==> config.mk <==
export PLATFORM = sky130hd
export DESIGN_NAME = rcp_top
export DESIGN_NICKNAME = d
export VERILOG_FILES = /design/src/verilog/rcp_pkg.sv /design/src/verilog/rcp_sync.sv /design/src/verilog/rcp_top.sv
export SDC_FILE = /design/constraint.sdc
export NUM_CORES = 1
export LEC_CHECK = 0
export BUFFER_PORTS_ARGS = -buffer_cell sky130_fd_sc_hd__buf_2
export CORE_MARGIN = 1.5
export CORE_UTILIZATION = 45
export CTS_BUF_LIST = sky130_fd_sc_hd__clkbuf_8
export DETAILED_ROUTE_END_ITERATION = 7
export HOLD_SLACK_MARGIN = 0.05
export MAX_ROUTING_LAYER = met4
export PLACE_DENSITY = 0.77
export SYNTH_ARGS = -nofsm -noshare
export SYNTH_HDL_FRONTEND = slang
export SYNTH_SLANG_ARGS = --single-unit
==> constraint.sdc <==
create_clock -name clk_i -period 2.2 [get_ports clk_i]
set_input_delay 0.33 -clock clk_i [delete_from_list [all_inputs] [get_ports clk_i]]
set_output_delay 0.33 -clock clk_i [all_outputs]
set_load 0.05 [all_outputs]
==> src/verilog/rcp_pkg.sv <==
// Package: constants, register map and carrier types of the rail control pin block
package rcp_pkg;

  localparam int unsigned NUM_CTL  = 6;
  localparam int unsigned NUM_REG  = 8;
  localparam int unsigned NUM_GPO  = 4;
  localparam int unsigned NUM_IRQ  = 5;

  // Register byte offsets
  localparam logic [5:0] OFS_EN_GROUP0  = 6'h00;
  localparam logic [5:0] OFS_EN_GROUP5  = 6'h14;
  localparam logic [5:0] OFS_SLEEP_CFG  = 6'h18;
  localparam logic [5:0] OFS_GPO_CFG    = 6'h1C;
  localparam logic [5:0] OFS_GPO_MASK0  = 6'h20;
  localparam logic [5:0] OFS_GPO_MASK3  = 6'h2C;
  localparam logic [5:0] OFS_STATUS     = 6'h30;
  localparam logic [5:0] OFS_IRQ_STATUS = 6'h34;
  localparam logic [5:0] OFS_IRQ_CLEAR  = 6'h38;
  localparam logic [5:0] OFS_IRQ_ENABLE = 6'h3C;

  // Sleep configuration fields
  localparam int unsigned SLP_MODE_A_BIT = 0;
  localparam int unsigned SLP_MODE_B_BIT = 1;
  localparam int unsigned SLP_GRP_A_LSB  = 8;
  localparam int unsigned SLP_GRP_B_LSB  = 16;

  // Output configuration: four bits per output
  localparam int unsigned GPO_CFG_W      = 4;
  localparam int unsigned GPO_PUSHPULL_B = 0;
  localparam int unsigned GPO_SRC_USER_B = 1;
  localparam int unsigned GPO_USER_VAL_B = 2;

  // Status register fields
  localparam int unsigned ST_EN_LSB    = 0;
  localparam int unsigned ST_SLEEP_LSB = 8;
  localparam int unsigned ST_PG_LSB    = 16;
  localparam int unsigned ST_PROG_BIT  = 24;

  // Interrupt event bits
  localparam int unsigned IRQ_EN_CHANGE = 0;
  localparam int unsigned IRQ_SLP_ENTER = 1;
  localparam int unsigned IRQ_SLP_EXIT  = 2;
  localparam int unsigned IRQ_PROG      = 3;
  localparam int unsigned IRQ_PG_FAULT  = 4;

  // Reset values
  localparam logic [7:0]  RST_GROUP     = 8'h00;
  localparam logic [31:0] RST_SLEEP_CFG = 32'h0000_0000;
  localparam logic [3:0]  RST_GPO_CFG   = 4'h0;
  localparam logic [4:0]  RST_IRQ       = 5'h00;

  // Programming level must stay high this long to count as stable
  localparam int unsigned CLK_HZ       = 20_000_000;
  localparam int unsigned PROG_STAB_US = 100;
  localparam int unsigned PROG_STAB_CY = (PROG_STAB_US * (CLK_HZ / 1_000_000));
  localparam int unsigned PROG_CNT_W   = 12;

  typedef struct packed {
    logic user_val;
    logic src_user;
    logic pushpull;
  } rcp_gpo_cfg_t;

  typedef struct packed {
    logic       read;
    logic       write;
    logic [5:0] address;
    logic [3:0] byteenable;
    logic [31:0] writedata;
  } rcp_bus_req_t;

endpackage

==> src/verilog/rcp_sync.sv <==
// Two-stage synchroniser for asynchronous pin levels
`timescale 1ns/1ps
module rcp_sync #(
  parameter int unsigned W = 1
) (
  input  wire logic         clk_i,
  input  wire logic         nrst_i,
  input  wire logic [W-1:0] d_i,
  output logic      [W-1:0] q_o
);

  logic [W-1:0] meta;

  // First stage feeds only the second stage
  always_ff @(posedge clk_i or negedge nrst_i) begin
    if (!nrst_i) begin
      meta <= '0;
      q_o  <= '0;
    end else begin
      meta <= d_i;
      q_o  <= meta;
    end
  end

endmodule

==> src/verilog/rcp_top.sv <==
// Rail control pins, general outputs, interrupt pin and programming detect
//
// The implementer's own choices: register access over Avalon-MM and the register offsets.
`timescale 1ns/1ps
module rcp_top
  import rcp_pkg::*;
(
  input  wire logic                clk_i,
  input  wire logic                nrst_i,
  input  wire logic [5:0]          avs_address_i,
  input  wire logic                avs_read_i,
  input  wire logic                avs_write_i,
  input  wire logic [3:0]          avs_byteenable_i,
  input  wire logic [31:0]         avs_writedata_i,
  output logic      [31:0]         avs_readdata_o,
  output logic                     avs_waitrequest_o,
  input  wire logic [NUM_CTL-1:0]  rail_enable_in_i,
  input  wire logic                prog_level_i,
  input  wire logic [NUM_REG-1:0]  regulator_pgood_i,
  output logic      [NUM_REG-1:0]  regulator_enable_o,
  output logic      [NUM_REG-1:0]  regulator_sleep_o,
  output logic                     prog_state_o,
  output logic      [NUM_GPO-1:0]  gen_out_o,
  output logic      [NUM_GPO-1:0]  gen_out_oe_o,
  output logic                     irq_out_n_o,
  output logic                     irq_out_n_oe_o
);

  ////////////////////////////////////////////////////////////////////////////////
  // Helpers

  function automatic logic [31:0] merge_be(input logic [31:0] old_v,
                                           input logic [31:0] new_v,
                                           input logic [3:0]  be);
    logic [31:0] res;
    res = old_v;
    for (int b = 0; b < 4; b++) begin
      if (be[b]) begin
        res[b*8 +: 8] = new_v[b*8 +: 8];
      end
    end
    return res;
  endfunction

  // An empty mask yields true: nothing selected, nothing failing
  function automatic logic all_good(input logic [NUM_REG-1:0] pg,
                                    input logic [NUM_REG-1:0] mask);
    return &(pg | ~mask);
  endfunction

  ////////////////////////////////////////////////////////////////////////////////
  // Pin synchronisers

  logic [NUM_CTL-1:0] ctl_s;
  logic [NUM_REG-1:0] pg_s;
  logic               prog_s;

  rcp_sync #(
    .W (NUM_CTL + NUM_REG + 1)
  ) u_sync (
    .clk_i  (clk_i),
    .nrst_i (nrst_i),
    .d_i    ({prog_level_i, regulator_pgood_i, rail_enable_in_i}),
    .q_o    ({prog_s, pg_s, ctl_s})
  );

  ////////////////////////////////////////////////////////////////////////////////
  // Bus slave: one wait cycle per access

  rcp_bus_req_t req;
  logic         accept;
  logic         wr_hit;

  assign req.read       = avs_read_i;
  assign req.write      = avs_write_i;
  assign req.address    = avs_address_i;
  assign req.byteenable = avs_byteenable_i;
  assign req.writedata  = avs_writedata_i;

  // Request completes at the edge where waitrequest is seen low
  assign accept = (req.read | req.write) & ~avs_waitrequest_o;
  assign wr_hit = accept & req.write;

  always_ff @(posedge clk_i or negedge nrst_i) begin
    if (!nrst_i) begin
      avs_waitrequest_o <= 1'b1;
    end else if ((req.read | req.write) & avs_waitrequest_o) begin
      avs_waitrequest_o <= 1'b0;
    end else begin
      avs_waitrequest_o <= 1'b1;
    end
  end

  ////////////////////////////////////////////////////////////////////////////////
  // Configuration registers

  logic [NUM_REG-1:0] en_group  [NUM_CTL];
  logic [NUM_REG-1:0] gpo_mask  [NUM_GPO];
  logic [31:0]        sleep_cfg;
  rcp_gpo_cfg_t       gpo_cfg   [NUM_GPO];
  logic [NUM_IRQ-1:0] irq_enable;

  always_ff @(posedge clk_i or negedge nrst_i) begin
    if (!nrst_i) begin
      for (int i = 0; i < NUM_CTL; i++) begin
        en_group[i] <= RST_GROUP;
      end
      for (int i = 0; i < NUM_GPO; i++) begin
        gpo_mask[i] <= RST_GROUP;
      end
      sleep_cfg  <= RST_SLEEP_CFG;
      irq_enable <= RST_IRQ;
    end else if (wr_hit) begin
      for (int i = 0; i < NUM_CTL; i++) begin
        if (req.address == OFS_EN_GROUP0 + 6'(4 * i)) begin
          en_group[i] <= NUM_REG'(merge_be({24'h00_0000, en_group[i]}, req.writedata,
                                           req.byteenable));
        end
      end
      for (int i = 0; i < NUM_GPO; i++) begin
        if (req.address == OFS_GPO_MASK0 + 6'(4 * i)) begin
          gpo_mask[i] <= NUM_REG'(merge_be({24'h00_0000, gpo_mask[i]}, req.writedata,
                                           req.byteenable));
        end
      end
      if (req.address == OFS_SLEEP_CFG) begin
        sleep_cfg <= merge_be(sleep_cfg, req.writedata, req.byteenable)
                     & 32'h00FF_FF03;
      end
      if (req.address == OFS_IRQ_ENABLE) begin
        irq_enable <= NUM_IRQ'(merge_be({27'h000_0000, irq_enable}, req.writedata,
                                        req.byteenable));
      end
    end
  end

  always_ff @(posedge clk_i or negedge nrst_i) begin
    if (!nrst_i) begin
      for (int i = 0; i < NUM_GPO; i++) begin
        gpo_cfg[i] <= rcp_gpo_cfg_t'(RST_GPO_CFG[2:0]);
      end
    end else if (wr_hit && req.address == OFS_GPO_CFG) begin
      for (int i = 0; i < NUM_GPO; i++) begin
        if (req.byteenable[(i * GPO_CFG_W) / 8]) begin
          gpo_cfg[i] <= rcp_gpo_cfg_t'(req.writedata[i*GPO_CFG_W +: 3]);
        end
      end
    end
  end

  ////////////////////////////////////////////////////////////////////////////////
  // Programming state detect

  logic [PROG_CNT_W-1:0] prog_cnt;

  // Short glitches on the high-voltage level must not start programming
  always_ff @(posedge clk_i or negedge nrst_i) begin
    if (!nrst_i) begin
      prog_cnt     <= '0;
      prog_state_o <= 1'b0;
    end else if (!prog_s) begin
      prog_cnt     <= '0;
      prog_state_o <= 1'b0;
    end else if (prog_cnt == PROG_CNT_W'(PROG_STAB_CY - 1)) begin
      prog_state_o <= 1'b1;
    end else begin
      prog_cnt <= prog_cnt + PROG_CNT_W'(1);
    end
  end

  ////////////////////////////////////////////////////////////////////////////////
  // Rail enable and sleep

  logic               slp_mode_a;
  logic               slp_mode_b;
  logic [NUM_CTL-1:0] ctl_as_enable;
  logic [NUM_REG-1:0] next_enable;
  logic [NUM_REG-1:0] next_sleep;

  assign slp_mode_a = sleep_cfg[SLP_MODE_A_BIT];
  assign slp_mode_b = sleep_cfg[SLP_MODE_B_BIT];

  always_comb begin
    ctl_as_enable    = ctl_s;
    ctl_as_enable[2] = ctl_s[2] & ~slp_mode_a;
    ctl_as_enable[5] = ctl_s[5] & ~slp_mode_b;
    // Input four carries the programming level, so it never switches rails then
    ctl_as_enable[3] = ctl_s[3] & ~prog_s & ~prog_state_o;
    next_enable = '0;
    for (int i = 0; i < NUM_CTL; i++) begin
      if (ctl_as_enable[i]) begin
        next_enable = next_enable | en_group[i];
      end
    end
    next_sleep = '0;
    if (slp_mode_a && !ctl_s[2]) begin
      next_sleep = next_sleep | sleep_cfg[SLP_GRP_A_LSB +: NUM_REG];
    end
    if (slp_mode_b && !ctl_s[5]) begin
      next_sleep = next_sleep | sleep_cfg[SLP_GRP_B_LSB +: NUM_REG];
    end
  end

  always_ff @(posedge clk_i or negedge nrst_i) begin
    if (!nrst_i) begin
      regulator_enable_o <= '0;
      regulator_sleep_o  <= '0;
    end else begin
      regulator_enable_o <= next_enable;
      regulator_sleep_o  <= next_sleep;
    end
  end

  ////////////////////////////////////////////////////////////////////////////////
  // General outputs

  logic [NUM_GPO-1:0] gpo_val;

  always_comb begin
    for (int i = 0; i < NUM_GPO; i++) begin
      gpo_val[i] = gpo_cfg[i].src_user ? gpo_cfg[i].user_val
                                       : all_good(pg_s, gpo_mask[i]);
    end
  end

  always_ff @(posedge clk_i or negedge nrst_i) begin
    if (!nrst_i) begin
      gen_out_o    <= '0;
      gen_out_oe_o <= '0;
    end else begin
      for (int i = 0; i < NUM_GPO; i++) begin
        // Output four ignores the push-pull choice
        if (gpo_cfg[i].pushpull && i != NUM_GPO - 1) begin
          gen_out_o[i]    <= gpo_val[i];
          gen_out_oe_o[i] <= 1'b1;
        end else begin
          gen_out_o[i]    <= 1'b0;
          gen_out_oe_o[i] <= ~gpo_val[i];
        end
      end
    end
  end

  ////////////////////////////////////////////////////////////////////////////////
  // Interrupts

  logic [NUM_IRQ-1:0] irq_status;
  logic [NUM_IRQ-1:0] irq_event;
  logic [NUM_IRQ-1:0] irq_clear;
  logic [NUM_REG-1:0] pg_prev;
  logic               prog_prev;

  always_ff @(posedge clk_i or negedge nrst_i) begin
    if (!nrst_i) begin
      pg_prev   <= '0;
      prog_prev <= 1'b0;
    end else begin
      pg_prev   <= pg_s;
      prog_prev <= prog_state_o;
    end
  end

  always_comb begin
    irq_event                = '0;
    irq_event[IRQ_EN_CHANGE] = |(next_enable ^ regulator_enable_o);
    irq_event[IRQ_SLP_ENTER] = |(next_sleep & ~regulator_sleep_o);
    irq_event[IRQ_SLP_EXIT]  = |(~next_sleep & regulator_sleep_o);
    irq_event[IRQ_PROG]      = prog_state_o & ~prog_prev;
    irq_event[IRQ_PG_FAULT]  = |(pg_prev & ~pg_s & regulator_enable_o);
    irq_clear = '0;
    if (wr_hit && req.address == OFS_IRQ_CLEAR && req.byteenable[0]) begin
      irq_clear = req.writedata[NUM_IRQ-1:0];
    end
  end

  // A new event in the clearing cycle survives the clear
  always_ff @(posedge clk_i or negedge nrst_i) begin
    if (!nrst_i) begin
      irq_status <= RST_IRQ;
    end else begin
      irq_status <= (irq_status & ~irq_clear) | irq_event;
    end
  end

  // Open-drain: pulled low while any enabled event is pending
  always_ff @(posedge clk_i or negedge nrst_i) begin
    if (!nrst_i) begin
      irq_out_n_o    <= 1'b0;
      irq_out_n_oe_o <= 1'b0;
    end else begin
      irq_out_n_o    <= 1'b0;
      irq_out_n_oe_o <= |(((irq_status & ~irq_clear) | irq_event) & irq_enable);
    end
  end

  ////////////////////////////////////////////////////////////////////////////////
  // Read data, captured in the wait cycle

  logic [31:0] next_rdata;

  always_comb begin
    next_rdata = 32'h0000_0000;
    for (int i = 0; i < NUM_CTL; i++) begin
      if (req.address == OFS_EN_GROUP0 + 6'(4 * i)) begin
        next_rdata = {24'h00_0000, en_group[i]};
      end
    end
    for (int i = 0; i < NUM_GPO; i++) begin
      if (req.address == OFS_GPO_MASK0 + 6'(4 * i)) begin
        next_rdata = {24'h00_0000, gpo_mask[i]};
      end
    end
    case (req.address)
      OFS_SLEEP_CFG: begin
        next_rdata = sleep_cfg;
      end
      OFS_GPO_CFG: begin
        for (int i = 0; i < NUM_GPO; i++) begin
          next_rdata[i*GPO_CFG_W +: 3] = gpo_cfg[i];
        end
      end
      OFS_STATUS: begin
        next_rdata[ST_EN_LSB +: NUM_REG]    = regulator_enable_o;
        next_rdata[ST_SLEEP_LSB +: NUM_REG] = regulator_sleep_o;
        next_rdata[ST_PG_LSB +: NUM_REG]    = pg_s;
        next_rdata[ST_PROG_BIT]             = prog_state_o;
      end
      OFS_IRQ_STATUS: begin
        next_rdata[NUM_IRQ-1:0] = irq_status;
      end
      OFS_IRQ_ENABLE: begin
        next_rdata[NUM_IRQ-1:0] = irq_enable;
      end
      default: begin
      end
    endcase
  end

  always_ff @(posedge clk_i or negedge nrst_i) begin
    if (!nrst_i) begin
      avs_readdata_o <= 32'h0000_0000;
    end else if (req.read && avs_waitrequest_o) begin
      avs_readdata_o <= next_rdata;
    end
  end

endmodule

==> flow_summary.toml <==
[status]
status = "finished with violations"
violations = "design-rule violations, negative setup slack"

[synthesis]
async_reset_ff_frac = 1.000
synth-seq-area-share = 0.5636
yosysWarningCount = 0
syn_area_per_cell_um2 = 11.99
synth_edf_count = 0
synth_ff_type = "dfrtp_1"
ys_types = 62
ys_seq_elements = 222
synth_area_um2 = 9859
syn_inst = 822

[critical_path]
crit_required_ns = 2.64
slowest_delay_ns = 0.48
cp_cell_sequence = "or3b_4 -> o2111ai_1 -> xor2_1 -> nor3_1 -> nand3_1 -> a221o_1"
worst_setup_path_end_kind = "flip-flop"
critPathArrivalTime_ns = 2.66
crit_fanout = 7
criticalPathCategory = "reg2reg"
cp_slowest_cell = "or3b_4"
start_kind = "flip-flop"

[layout]
diodes = 0
fin_area_um2 = 12380
drive_above_1_share = 0.3442
finish.utilization = 0.5817
area_growth_pct = 25.60
nNetsFinal = 1101
instances_no_fill = 1344
num-fill-cells = 1705

[die]
coreArea_um2 = 21290
start_util = 0.4632
io_pins = 121
dieHeight_um = 151.0
dieWidth_um = 151.0
die-area_um2 = 22810
core.rowCount = 53

[cts]
clockRootBuffer = "clkbuf_8"
cts_buffer_depth = 3
clkLatencyLatePin_ns = 0.55
cts_buffers = 39
clk_pin_slew_ns = 0.06
cts.sinks = 222
htreeDepth = 2
cts_tree = "yes"

[job]
cap_viol_max_count = 0

[grt]
track_usage = 0.2685
grt_overflow = 0
antenna_found_initial = 0
grt_max_degree = 69
grt_pass1_vias = 7841
grt_pass1_wl_um = 44630

[place]
post_dp_cell_area_um2 = 11230
dp_cells = 1237
portBuffers = 102
dp_hpwl_um = 20450
gp_congestion = 0.9802

[timing]
layout_setup_ws_ns = -0.02561
timing.hold.ws_ns = 0.1664
post-route-period-util = 1.012
drv_slew = 0
tightest_slew_ns = 0.6088
skew_ns = 0.02858
rsz0062_at_grt = "true"
fin_tns_setup_ns = -0.02561
hold_violations = 0
setup_viol = 1
slew_headroom = 0.5904
fin_crit_ns = 2.226
max_freq_mhz = 449.3

[power_and_ir_drop]
power.density_nw_per_um2 = 791.2
power.switching_mw = 2.898
power_frac_seq = 0.467
leakagePower_nw = 6.005
power_frac_comb = 0.147
switching_share = 0.2958
ir_drop_mv = 0.5676
p_clk_frac = 0.386
internal_power_mw = 6.900

[routing]
drt_iter0_markers = 822
wl_um = 28920
routed_via_density = 5.859
ant_nets = 0
vias = 7875
drt_pass1_iterations = 8
drc = 5
avgRoutedWirePerCell_um = 21.52

[worst_hold_path]
hold_path.class = "in2reg"
## power groups by stage
stage	clock, mW	combinational (mW)	sequential [mW]
finish	3.78	1.44	4.58
global route	4.04	1.54	4.61
floorplan	0	0.545	4.92
detailed placement	0	1.38	4.64
global placement	0	1.35	4.63
CTS	3.82	1.43	4.57
## cell usage in the layout (no fill, tap or decap), drive strengths merged, types with 9 or more instances in the layout
master | Yosys | final
dfrtp | 221 | 221
dlygate4sd3 | 0 | 34
nor2 | 54 | 54
buf | 25 | 186
and2 | 16 | 16
o21ai | 34 | 34
a21oi | 16 | 16
o2111ai | 10 | 10
nand3 | 14 | 14
xor2 | 9 | 9
nand3b | 26 | 26
inv | 27 | 41
clkbuf | 27 | 50
a222oi | 17 | 17
conb | 1 | 9
a22oi | 29 | 29
a31oi | 10 | 10
mux2 | 105 | 105
nand2 | 59 | 59
a221oi | 16 | 16
## critical path, delay by kind of cell, from the launching register on
kind	cells	cell delay, ns
and+or+nand+nor	3	0.89
xor gates and xnor gates	1	0.13
AOI/OAI and AO/OA	2	0.74
DFF	1	0.38
## path summary, 6_finish.rpt
path | end | slack, ns | start | cells after the start
min | irq_status[1]$_DFF_PN0_ | 0.17 | avs_writedata_i[1] | 3
min reg2reg | u_sync.q_o[4]$_DFF_PN0_ | 0.35 | u_sync.meta[4]$_DFF_PN0_ | 0
min in group asynchronous | prog_state_o$_DFFE_PN0P_ | 0.35 | nrst_i | 2
max reg2reg | irq_out_n_oe_o$_DFF_PN0_ | -0.03 | u_sync.q_o[14]$_DFF_PN0_ | 6
max in group asynchronous | en_group[36]$_DFFE_PN0P_ | 1.13 | nrst_i | 3
max | irq_out_n_oe_o$_DFF_PN0_ | -0.03 | u_sync.q_o[14]$_DFF_PN0_ | 6
## sequential cells by signal (all words and copies together), names as in the netlist
name,count
avs_readdata_o,25
avs_waitrequest_o,1
en_group,48
gen_out_o,3
gen_out_oe_o,4
gpo_cfg,12
gpo_mask,32
irq_enable,5
irq_out_n_oe_o,1
irq_status,5
pg_prev,8
prog_cnt,12
prog_prev,1
prog_state_o,1
regulator_enable_o,8
regulator_sleep_o,8
sleep_cfg,18
u_sync.meta,15
u_sync.q_o,15
## synth_stat cells (all sizes together), types with 3 or more instances
library cell	number	area [um2]
nand2b	7	43.79
dfrtp	221	5530
mux2	105	1182
nor2	54	217.7
a221oi	16	140.1
nand4	8	50.05
nand3b	26	198.9
nor3	8	67.56
mux4	7	157.7
nor2b	8	50.05
o21ai	34	170.2
nand2	59	221.5
clkbuf	27	101.4
xnor2	8	70.07
xor2	9	78.83
and3	5	31.28
nand3	14	70.07
a221o	3	30.03
a22oi	29	217.7
a21oi	16	80.08
o2111ai	10	87.58
o22ai	8	50.05
inv	27	101.4
o21a	3	22.52
a2111o	3	33.78
a222oi	17	170.2
nor4	4	25.02
a31oi	10	62.56
a32o	3	30.03
buf	25	152.6
mux2i	7	70.07
and2	16	100.1
## metal layers
layer  GRT usage  vias to the layer above  wire (um)  share of wire
li1            -                     3465          -              -
met1      0.3503                     3918      11430           0.40
met2      0.4087                      422      13600           0.47
met3     0.06988                       70       2994           0.10
met4     0.09029                        0        899          0.031
met5           -                        -          0              0
## repair_timing
action                                  4_1_cts  5_1_grt
buffers inserted                              2        0
gates resized for setup                       1        0
hold buffers                                 34        0
endpoints found under the setup margin        1        1
endpoints found under the hold margin       102        0
pin swaps                                     1        0
## per-stage QoR
step | power (mW) | worst slack, ns
global route | 10.19 | -0.1279
detailed placement | 6.017 | -0.08668
floorplan | 5.464 | 0.01424
global placement | 5.978 | -0.01745
finish | 9.797 | -0.02561
CTS | 9.830 | 0.0006171
## kinds of logic after synthesis
logic type,Yosys count,share of synthesized area
flops,222,0.5636
simple gates,219,0.1198
compound gates,164,0.1208
mux,119,0.1430
buf+inv,79,0.03604
xor+xnor,17,0.01510
fa+ha+maj,1,0.001269
other cells,1,0.0003803
## layout make-up
type                    count  area (um2)  area share
flip-flops and latches    222        5560      0.4490
repair buffers            220        1567      0.1265
inverters                  27       101.3    0.008184
clock inverters            21       106.4    0.008588
multi-input cells         529        4016      0.3243
well taps                 275       344.1     0.02779
clock buffers              50       688.2     0.05557
Power figures use the tool's default switching activity.
